## src/lcdh_pkg.sv

```systemverilog
// package for the segment lcd host sequencer
// What this block does
// - host writes zero to mode bits 0,1,3,5
// - stop order: display, pins, static, booster
// - start order: booster, wait 500 ms, slices, pins, display
// - only combinations 000,010,011,111 used
// - main clock source: display off, static before stop
// - static mode chosen before booster start
// - clock register resets zero, upper bits zero
// - frame rate at most 128 Hz, source 32 kHz
// - clock register changed only when off
// - boost level resets zero, only bit 0
// - boost level changed only with booster off
// - booster left on at stop if any shared pin is port
package lcdh_pkg;
	localparam logic [15:0] ADDR_PORT_SEG   = 16'hff58;
	localparam logic [15:0] ADDR_MODE       = 16'hffb0;
	localparam logic [15:0] ADDR_CLOCK      = 16'hffb2;
	localparam logic [15:0] ADDR_BOOST      = 16'hffb3;
	localparam logic [7:0]  MODE_DISPLAY_ON = 8'h80;
	localparam logic [7:0]  MODE_BOOSTER_ON = 8'h40;
	localparam logic [7:0]  MODE_PIN_OUTPUT = 8'h10;
	localparam logic [7:0]  MODE_STATIC     = 8'h04;
	localparam logic [7:0]  CLOCK_MASK      = 8'h0f;
	localparam logic [7:0]  BOOST_MASK      = 8'h01;
	localparam logic [7:0]  PORT_SEG_MASK   = 8'h3f;
	localparam int          PORT_PINS       = 6;
	localparam int          CLK_HZ          = 25000000;
	localparam int          BOOST_WAIT_MS   = 500;
	localparam longint      BOOST_WAIT_CYC  = (longint'(CLK_HZ) * BOOST_WAIT_MS + 999) / 1000;
	localparam int          WRITE_GAP_CYC   = 1;
	typedef struct packed {
		logic [7:0] clock_ctl;
		logic [7:0] boost_lvl;
		logic [7:0] port_seg;
	} lcdh_cfg_s;
	typedef struct packed {
		logic        wr;
		logic [15:0] addr;
		logic [7:0]  data;
	} lcdh_bus_s;
	typedef enum logic [3:0] {
		ST_IDLE     = 4'b0000,
		ST_STATIC0  = 4'b0001,
		ST_CLOCK    = 4'b0010,
		ST_BOOST    = 4'b0011,
		ST_PORT     = 4'b0100,
		ST_BOOST_ON = 4'b0101,
		ST_WAIT     = 4'b0110,
		ST_SLICES   = 4'b0111,
		ST_PINS_ON  = 4'b1000,
		ST_DISP_ON  = 4'b1001,
		ST_DISP_OFF = 4'b1010,
		ST_PINS_OFF = 4'b1011,
		ST_STATIC1  = 4'b1100,
		ST_BOOST_OFF= 4'b1101,
		ST_GAP      = 4'b1110
	} lcdh_state_e;
endpackage

```

## src/lcdh_wait.sv

```systemverilog
// counter that times the booster settling wait
`timescale 1ns/1ps
`default_nettype none
module lcdh_wait #(
	parameter longint WAIT_CYC = 64'd12500000
) (
	input  wire logic core_clk_i,
	input  wire logic reset_i,
	input  wire logic start_i,
	output logic      done_o
);
	logic [31:0] cnt_reg;
	logic        busy_reg;
	localparam logic [31:0] LAST = 32'(WAIT_CYC - 1);
	always_ff @(posedge core_clk_i) begin
		if (reset_i) begin
			cnt_reg  <= 32'h0;
			busy_reg <= 1'b0;
			done_o   <= 1'b0;
		end else begin
			done_o <= 1'b0;
			if (start_i) begin
				cnt_reg  <= 32'h0;
				busy_reg <= 1'b1;
			end else if (busy_reg) begin
				if (cnt_reg >= LAST) begin
					busy_reg <= 1'b0;
					done_o   <= 1'b1;
				end else begin
					cnt_reg <= cnt_reg + 32'h1;
				end
			end
		end
	end
endmodule
`default_nettype wire

```

## src/lcdh_ctrl.sv

```systemverilog
// host sequencer that powers the segment lcd up and down through its registers
`timescale 1ns/1ps
`default_nettype none
module lcdh_ctrl
	import lcdh_pkg::*;
#(
	parameter longint WAIT_CYC = BOOST_WAIT_CYC
) (
	input  wire logic              core_clk_i,
	input  wire logic              reset_i,
	input  wire logic              start_i,
	input  wire logic              stop_i,
	input  wire lcdh_pkg::lcdh_cfg_s cfg_i,
	input  wire logic              bus_ready_i,
	output lcdh_pkg::lcdh_bus_s    bus_o,
	output logic                   display_active_o,
	output logic                   busy_o
);
	import lcdh_pkg::*;

	lcdh_state_e state_reg, state_next, ret_reg, ret_next;
	lcdh_bus_s   bus_next;
	logic        wait_start;
	logic        wait_done;
	logic        active_next;
	logic [7:0]  mode_reg, mode_next;
	lcdh_cfg_s   cfg_reg;
	logic        go_up;
	logic        go_down;
	// named step values keep every case item but ST_STATIC1 to plain selection
	logic [7:0]  mode_static_set;
	logic [7:0]  mode_booster_set;
	logic [7:0]  mode_slices_set;
	logic [7:0]  mode_pins_set;
	logic [7:0]  mode_display_set;
	logic [7:0]  mode_display_clr;
	logic [7:0]  mode_pins_clr;
	logic [7:0]  mode_booster_clr;
	logic [7:0]  clock_wr_data;
	logic [7:0]  boost_wr_data;
	logic [7:0]  port_wr_data;
	logic [PORT_PINS-1:0] pin_is_port;
	logic        any_port_pin;
	logic        write_acked;

	// requests only honoured while idle; one shot per pulse
	assign go_up   = start_i && !display_active_o;
	assign go_down = stop_i && display_active_o;

	// next mode byte per step; single-bit masks never touch the reserved bits
	assign mode_static_set  = MODE_STATIC;
	assign mode_booster_set = mode_reg | MODE_BOOSTER_ON;
	assign mode_slices_set  = mode_reg & ~MODE_STATIC;
	assign mode_pins_set    = mode_reg | MODE_PIN_OUTPUT;
	assign mode_display_set = mode_reg | MODE_DISPLAY_ON;
	assign mode_display_clr = mode_reg & ~MODE_DISPLAY_ON;
	assign mode_pins_clr    = mode_reg & ~MODE_PIN_OUTPUT;
	assign mode_booster_clr = mode_reg & ~MODE_BOOSTER_ON;

	// config bytes masked so unused register bits always go out as zero
	assign clock_wr_data = cfg_reg.clock_ctl & CLOCK_MASK;
	assign boost_wr_data = cfg_reg.boost_lvl & BOOST_MASK;
	assign port_wr_data  = cfg_reg.port_seg & PORT_SEG_MASK;

	// a zero bit leaves its shared pin a plain port, which needs the booster
	genvar g;
	generate
		for (g = 0; g < PORT_PINS; g++) begin : g_pin
			assign pin_is_port[g] = !port_wr_data[g];
		end
	endgenerate
	// at stop, only when every shared pin is a segment may the booster be stopped
	assign any_port_pin = |pin_is_port;
	// a write ends only on the edge at which the device accepts it
	assign write_acked  = bus_o.wr && bus_ready_i;

	lcdh_wait #(.WAIT_CYC(WAIT_CYC)) u_wait (
		.core_clk_i (core_clk_i),
		.reset_i    (reset_i),
		.start_i    (wait_start),
		.done_o     (wait_done)
	);

	// each write step issues one bus write, then parks in gap until ack
	always_comb begin
		state_next  = state_reg;
		ret_next    = ret_reg;
		mode_next   = mode_reg;
		active_next = display_active_o;
		bus_next    = bus_o;
		bus_next.wr = 1'b0;
		wait_start  = 1'b0;
		case (state_reg)
			ST_IDLE: begin
				if (go_up) begin
					state_next = ST_STATIC0;
				end else if (go_down) begin
					state_next = ST_DISP_OFF;
				end
			end
			ST_STATIC0: begin
				mode_next  = mode_static_set;
				bus_next   = '{wr: 1'b1, addr: ADDR_MODE, data: mode_static_set};
				ret_next   = ST_CLOCK;
				state_next = ST_GAP;
			end
			ST_CLOCK: begin
				// booster and display are off here, so clock may change
				bus_next   = '{wr: 1'b1, addr: ADDR_CLOCK, data: clock_wr_data};
				ret_next   = ST_BOOST;
				state_next = ST_GAP;
			end
			ST_BOOST: begin
				bus_next   = '{wr: 1'b1, addr: ADDR_BOOST, data: boost_wr_data};
				ret_next   = ST_PORT;
				state_next = ST_GAP;
			end
			ST_PORT: begin
				bus_next   = '{wr: 1'b1, addr: ADDR_PORT_SEG, data: port_wr_data};
				ret_next   = ST_BOOST_ON;
				state_next = ST_GAP;
			end
			ST_BOOST_ON: begin
				mode_next  = mode_booster_set;
				bus_next   = '{wr: 1'b1, addr: ADDR_MODE, data: mode_booster_set};
				ret_next   = ST_WAIT;
				state_next = ST_GAP;
			end
			ST_WAIT: begin
				// the settle time is counted, the device gives no ready sign for it
				if (wait_done) begin
					state_next = ST_SLICES;
				end
			end
			ST_SLICES: begin
				mode_next  = mode_slices_set;
				bus_next   = '{wr: 1'b1, addr: ADDR_MODE, data: mode_slices_set};
				ret_next   = ST_PINS_ON;
				state_next = ST_GAP;
			end
			ST_PINS_ON: begin
				mode_next  = mode_pins_set;
				bus_next   = '{wr: 1'b1, addr: ADDR_MODE, data: mode_pins_set};
				ret_next   = ST_DISP_ON;
				state_next = ST_GAP;
			end
			ST_DISP_ON: begin
				mode_next   = mode_display_set;
				bus_next    = '{wr: 1'b1, addr: ADDR_MODE, data: mode_display_set};
				active_next = 1'b1;
				ret_next    = ST_IDLE;
				state_next  = ST_GAP;
			end
			ST_DISP_OFF: begin
				mode_next   = mode_display_clr;
				bus_next    = '{wr: 1'b1, addr: ADDR_MODE, data: mode_display_clr};
				active_next = 1'b0;
				ret_next    = ST_PINS_OFF;
				state_next  = ST_GAP;
			end
			ST_PINS_OFF: begin
				mode_next  = mode_pins_clr;
				bus_next   = '{wr: 1'b1, addr: ADDR_MODE, data: mode_pins_clr};
				ret_next   = ST_STATIC1;
				state_next = ST_GAP;
			end
			ST_STATIC1: begin
				mode_next  = mode_reg | mode_static_set;
				bus_next   = '{wr: 1'b1, addr: ADDR_MODE, data: mode_reg | mode_static_set};
				ret_next   = ST_BOOST_OFF;
				state_next = ST_GAP;
			end
			ST_BOOST_OFF: begin
				// booster stays on when a shared pin is a plain port
				if (!any_port_pin) begin
					mode_next = mode_booster_clr;
					bus_next  = '{wr: 1'b1, addr: ADDR_MODE, data: mode_booster_clr};
					ret_next  = ST_IDLE;
					state_next = ST_GAP;
				end else begin
					state_next = ST_IDLE;
				end
			end
			ST_GAP: begin
				// holding the byte until accepted keeps slow devices from losing it
				if (write_acked) begin
					state_next = ret_reg;
					wait_start = (ret_reg == ST_WAIT);
				end else begin
					bus_next.wr = bus_o.wr;
				end
			end
			default: state_next = ST_IDLE;
		endcase
	end

	always_ff @(posedge core_clk_i) begin
		if (reset_i) begin
			state_reg        <= ST_IDLE;
			ret_reg          <= ST_IDLE;
			mode_reg         <= 8'h00;
			bus_o            <= '0;
			display_active_o <= 1'b0;
			busy_o           <= 1'b0;
			cfg_reg          <= '0;
		end else begin
			state_reg        <= state_next;
			ret_reg          <= ret_next;
			mode_reg         <= mode_next;
			bus_o            <= bus_next;
			display_active_o <= active_next;
			busy_o           <= (state_next != ST_IDLE);
			if (state_reg == ST_IDLE && go_up) begin
				cfg_reg <= cfg_i; // left to the caller's settings
			end
		end
	end
endmodule
`default_nettype wire

```

## config.mk

```make
export PLATFORM = sky130hd
export DESIGN_NAME = lcdh_ctrl
export DESIGN_NICKNAME = d
export VERILOG_FILES = /design/src/lcdh_pkg.sv /design/src/lcdh_wait.sv /design/src/lcdh_ctrl.sv
export SDC_FILE = /design/constraint.sdc
export NUM_CORES = 1
export LEC_CHECK = 0
export ABC_CLOCK_PERIOD_IN_PS = 2710
export BUFFER_PORTS_ARGS = -buffer_cell sky130_fd_sc_hd__buf_2
export CAP_MARGIN = 20
export CORE_MARGIN = 3
export CORE_UTILIZATION = 55
export DETAILED_ROUTE_END_ITERATION = 10
export HOLD_SLACK_MARGIN = 0.12
export PLACE_DENSITY = 0.76
export SYNTH_ARGS = -nofsm -noshare
export SYNTH_HDL_FRONTEND = slang
export SYNTH_SLANG_ARGS = --single-unit
```

## constraint.sdc

```tcl
create_clock -name core_clk_i -period 2.71 [get_ports core_clk_i]
set_input_delay 0.4065 -clock core_clk_i [delete_from_list [all_inputs] [get_ports core_clk_i]]
set_output_delay 0.4065 -clock core_clk_i [all_outputs]
set_load 0.1 [all_outputs]
```

==> results.sh <==
export IMPL_outcome="complete, no violations"
export IMPL_cts_buffers_inserted=9
export IMPL_worst_ep_arrival_time_ns=2.59
export IMPL_register_area_sq_mm=0.00146
export IMPL_die_area_sq_mm=0.00750
export IMPL_post_cts_setup_buffer_count=0
export IMPL_gp_routability_congestion=0.795
export IMPL_num_nets_final=495
export IMPL_multi_input_area_sq_mm=0.00189
export IMPL_most_frequently_used_cell_type_in_the_post_synthesis_netlist="dfxtp_1"
export IMPL_tritoncts="yes"
export IMPL_timing_hold_violations_final=0
export IMPL_setup_reg_to_reg_worst_slack_ns=0.40
export IMPL_ys_warn_count=0
export IMPL_synthToLayoutAreaGrowth_pct=11.2
export IMPL_floorplan_core_area_sq_mm=0.00610
export IMPL_place_worst_setup_slack_ns=0.432
export IMPL_setup_worst_path_class="reg -> reg"
export IMPL_largest_cells_by_area_after_synthesis="dfxtp_1, a21oi_1, nand2_1"
export IMPL_chipHeight_um=86.6
export IMPL_cellPowerDensity_mw_per_mm2=1040
export IMPL_avgSynthCellArea_sq_um=8.12
export IMPL_die_width_um=86.6
export IMPL_number_of_antenna_violations_at_the_first_check_in_global_routing=0
export IMPL_wire_length_of_the_first_global_routing_pass_um=14300
export IMPL_viasPerCell=6.05
export IMPL_worst_setup_path_endpoint="u_wait.cnt_reg[7]"
export IMPL_grt_start_max_net_pins=29
export IMPL_timing_critical_path_fanout_max=18
export IMPL_worst_slack_ns=0.397
export IMPL_grt_ovfl_total=0
export IMPL_cell_type_of_the_slowest_stage_on_the_worst_timing_path="or4_1"
export IMPL_detail_route_drc_violations=0
export IMPL_antenna_diode_count=0
export IMPL_finalMaxSlewViolations=0
export IMPL_min_from="cfg_i[19]"
export IMPL_critical_path_cell_chain="nor4_1 -> and4_1 -> nand2_1 -> or4_1 -> a21oi_1"
export IMPL_port_buffers=41
export IMPL_fin_worst_skew_ns=0.00978
export IMPL_via_count_of_the_routed_design=3299
export IMPL_place_detailed_hpwl_um=5630
export IMPL_drive_above_1_share_pct=16.4
export IMPL_synth_lib_cells_used_distinct=62
export IMPL_critical_path_max_stage_delay_ns=0.62
export IMPL_netlist_top_cell_by_area="dfxtp_1"
export IMPL_antenna_left=0
export IMPL_filler_cell_count=553
export IMPL_postSynth_asyncResetShare_pct=0
export IMPL_timing_max_cap_violations=0
export IMPL_cp_startpoint="u_wait.cnt_reg[31]"
export IMPL_report_final_setup_viol=0
export IMPL_synth_edff_count=0
export IMPL_startpoint_of_the_lowest_slack_register_to_register_path="u_wait.cnt_reg[31]"
export IMPL_drc_violation_total_after_the_first_tritonroute_iteration=308
export IMPL_groute_usage_overall_pct=23.7
export IMPL_postSynth_topFlopCell="dfxtp_1"
export IMPL_worstSetupStartpointType="register"
export IMPL_postSynthNetCount=470
export IMPL_setup_tns_final_ns=0
export IMPL_crit_reg2reg_capture="u_wait.cnt_reg[7]"
export IMPL_cts_max_path_buffers=2
export IMPL_tightestPinTransition_ns=0.961
export IMPL_clkSlewWorstSetupHoldPaths_ns=0.08
export IMPL_final_min_clock_period_ns=2.31
export IMPL_worst_setup_path_end_kind="register"
export IMPL_cts_hold_repair_buffers=0
export IMPL_h_tree_depth=3
export IMPL_drt_pass1_iter_count=4
export IMPL_netlist_instances=440
export IMPL_routed_wl_um=8240
export IMPL_yosysSeqAreaShare_pct=40.9
export IMPL_top_level_ports=56
export IMPL_min_period_over_period_pct=85.3
export IMPL_synth_top_cells_by_count="dfxtp_1, a21oi_1, nand2_1, nor2_1, clkbuf_1"
export IMPL_cp_data_required_time_ns=2.99
export IMPL_yosysTopAreaCellShare_pct=40.9
export IMPL_worst_hold_path_type="in -> reg"
export IMPL_post_synthesis_instance_area_sq_mm=0.00357
export IMPL_clkSinkCount=73
export IMPL_worst_r2r_path_depth=5
export IMPL_routed_wire_length_per_instance_um=15.1
export IMPL_grt_pass1_vias=2958
export IMPL_cts_resized_gates=0
export IMPL_flip_flop_and_latch_count_after_synthesis=73
export IMPL_grt_setup_unrepaired="false"
export IMPL_total_leakage_power_uw=0.00144
export IMPL_slew_headroom_pct=35.6
export IMPL_clock_network_latency_to_the_later_pin_of_the_worst_skew_pair_ns=0.35
export IMPL_initial_core_util_pct=58.6
export IMPL_maxClockFrequency_mhz=432
export IMPL_ctsRootBufferMaster="clkbuf_8"
export IMPL_fp_row_count=28
export IMPL_largest_register_ffs=32
export IMPL_vdd_ir_drop_worst_mv=1.51
[metal layers]
| layer | track usage [%] | wire length (um) | up-vias |
|---|---|---|---|
| li1 | - | - | 1650 |
| met1 | 35.0 | 4130 | 1546 |
| met2 | 33.5 | 3540 | 93 |
| met3 | 6.94 | 460 | 10 |
| met4 | 6.09 | 106 | 0 |
| met5 | 0 | 0 | - |
[cells in the final DEF, fill, tap and decap left out, drive strengths merged, types with 4 or more instances in the layout]
cell and count:
a21oi 52, a22oi 8, a31oi 8, and2 9, and3 4, buf 50, clkbuf 11, dfxtp 73
inv 8, nand2 48, nand2b 8, nand3 11, nand3b 4, nand4 8, nor2 38, nor2b 7
nor3 14, nor4 5, o21ai 15, o21bai 4, o22ai 4, o31ai 10, or3 10, or4 9
[per-stage QoR]
step                util (%)  hold WS [ns]  cells  area (sq um)  total power [uW]
floorplan                  -         0.430    440          3570              2890
global placement        61.6         0.442    529          3750              3150
detailed placement      61.6         0.446    529          3750              3170
CTS                     65.2         0.281    545          3970              4120
global route            65.2         0.280    545          3970              4330
finish                  65.2         0.287    545          3970              4120
[how the worst min path moves through the flow]
stage | cells after the start | end | slack, ns
finish | 3 | cfg_reg[19] | 0.29
detailed placement | 1 | u_wait.cnt_reg[27] | 0.45
CTS | 3 | cfg_reg[16] | 0.28
global route | 3 | cfg_reg[16] | 0.28
floorplan | 1 | u_wait.cnt_reg[25] | 0.43
global placement | 1 | u_wait.cnt_reg[31] | 0.44
[final cells by class]
cell class,count,area share (%)
clock inverter,5,1.98
clock buffer,11,3.56
tap,75,2.36
multi-input combinational,323,47.7
inverter,8,0.756
timing repair buffer,50,6.87
sequential,73,36.8
[cell families (layout without fill, tap and decap cells)]
family / after synthesis / count (layout) / share of synthesized area (%)
multiplexers: 3 / 3 / 0.875
XOR/XNOR: 4 / 4 / 0.981
AO/OA/AOI/OAI: 128 / 128 / 23.2
other: 1 / 1 / 0.105
flip-flops: 73 / 73 / 40.9
adder cells (fa/ha/maj): 1 / 1 / 0.350
AND/OR/NAND/NOR: 186 / 186 / 27.5
buffers and inverters: 44 / 74 / 6.09
[where the power goes]
group | switching, uW | internal (uW) | total [uW]
Combinational | 1400 | 428 | 1830
Sequential | 118 | 1220 | 1340
Clock | 408 | 542 | 950
[critical path, delay by kind of cell, from the launching register on]
| kind | cells | cell delay [ns] |
|---|---|---|
| and+or+nand+nor | 4 | 1.76 |
| DFF | 1 | 0.31 |
| AOI/OAI and AO/OA | 1 | 0.16 |
No activity file was read; power rests on OpenSTA's default activity.
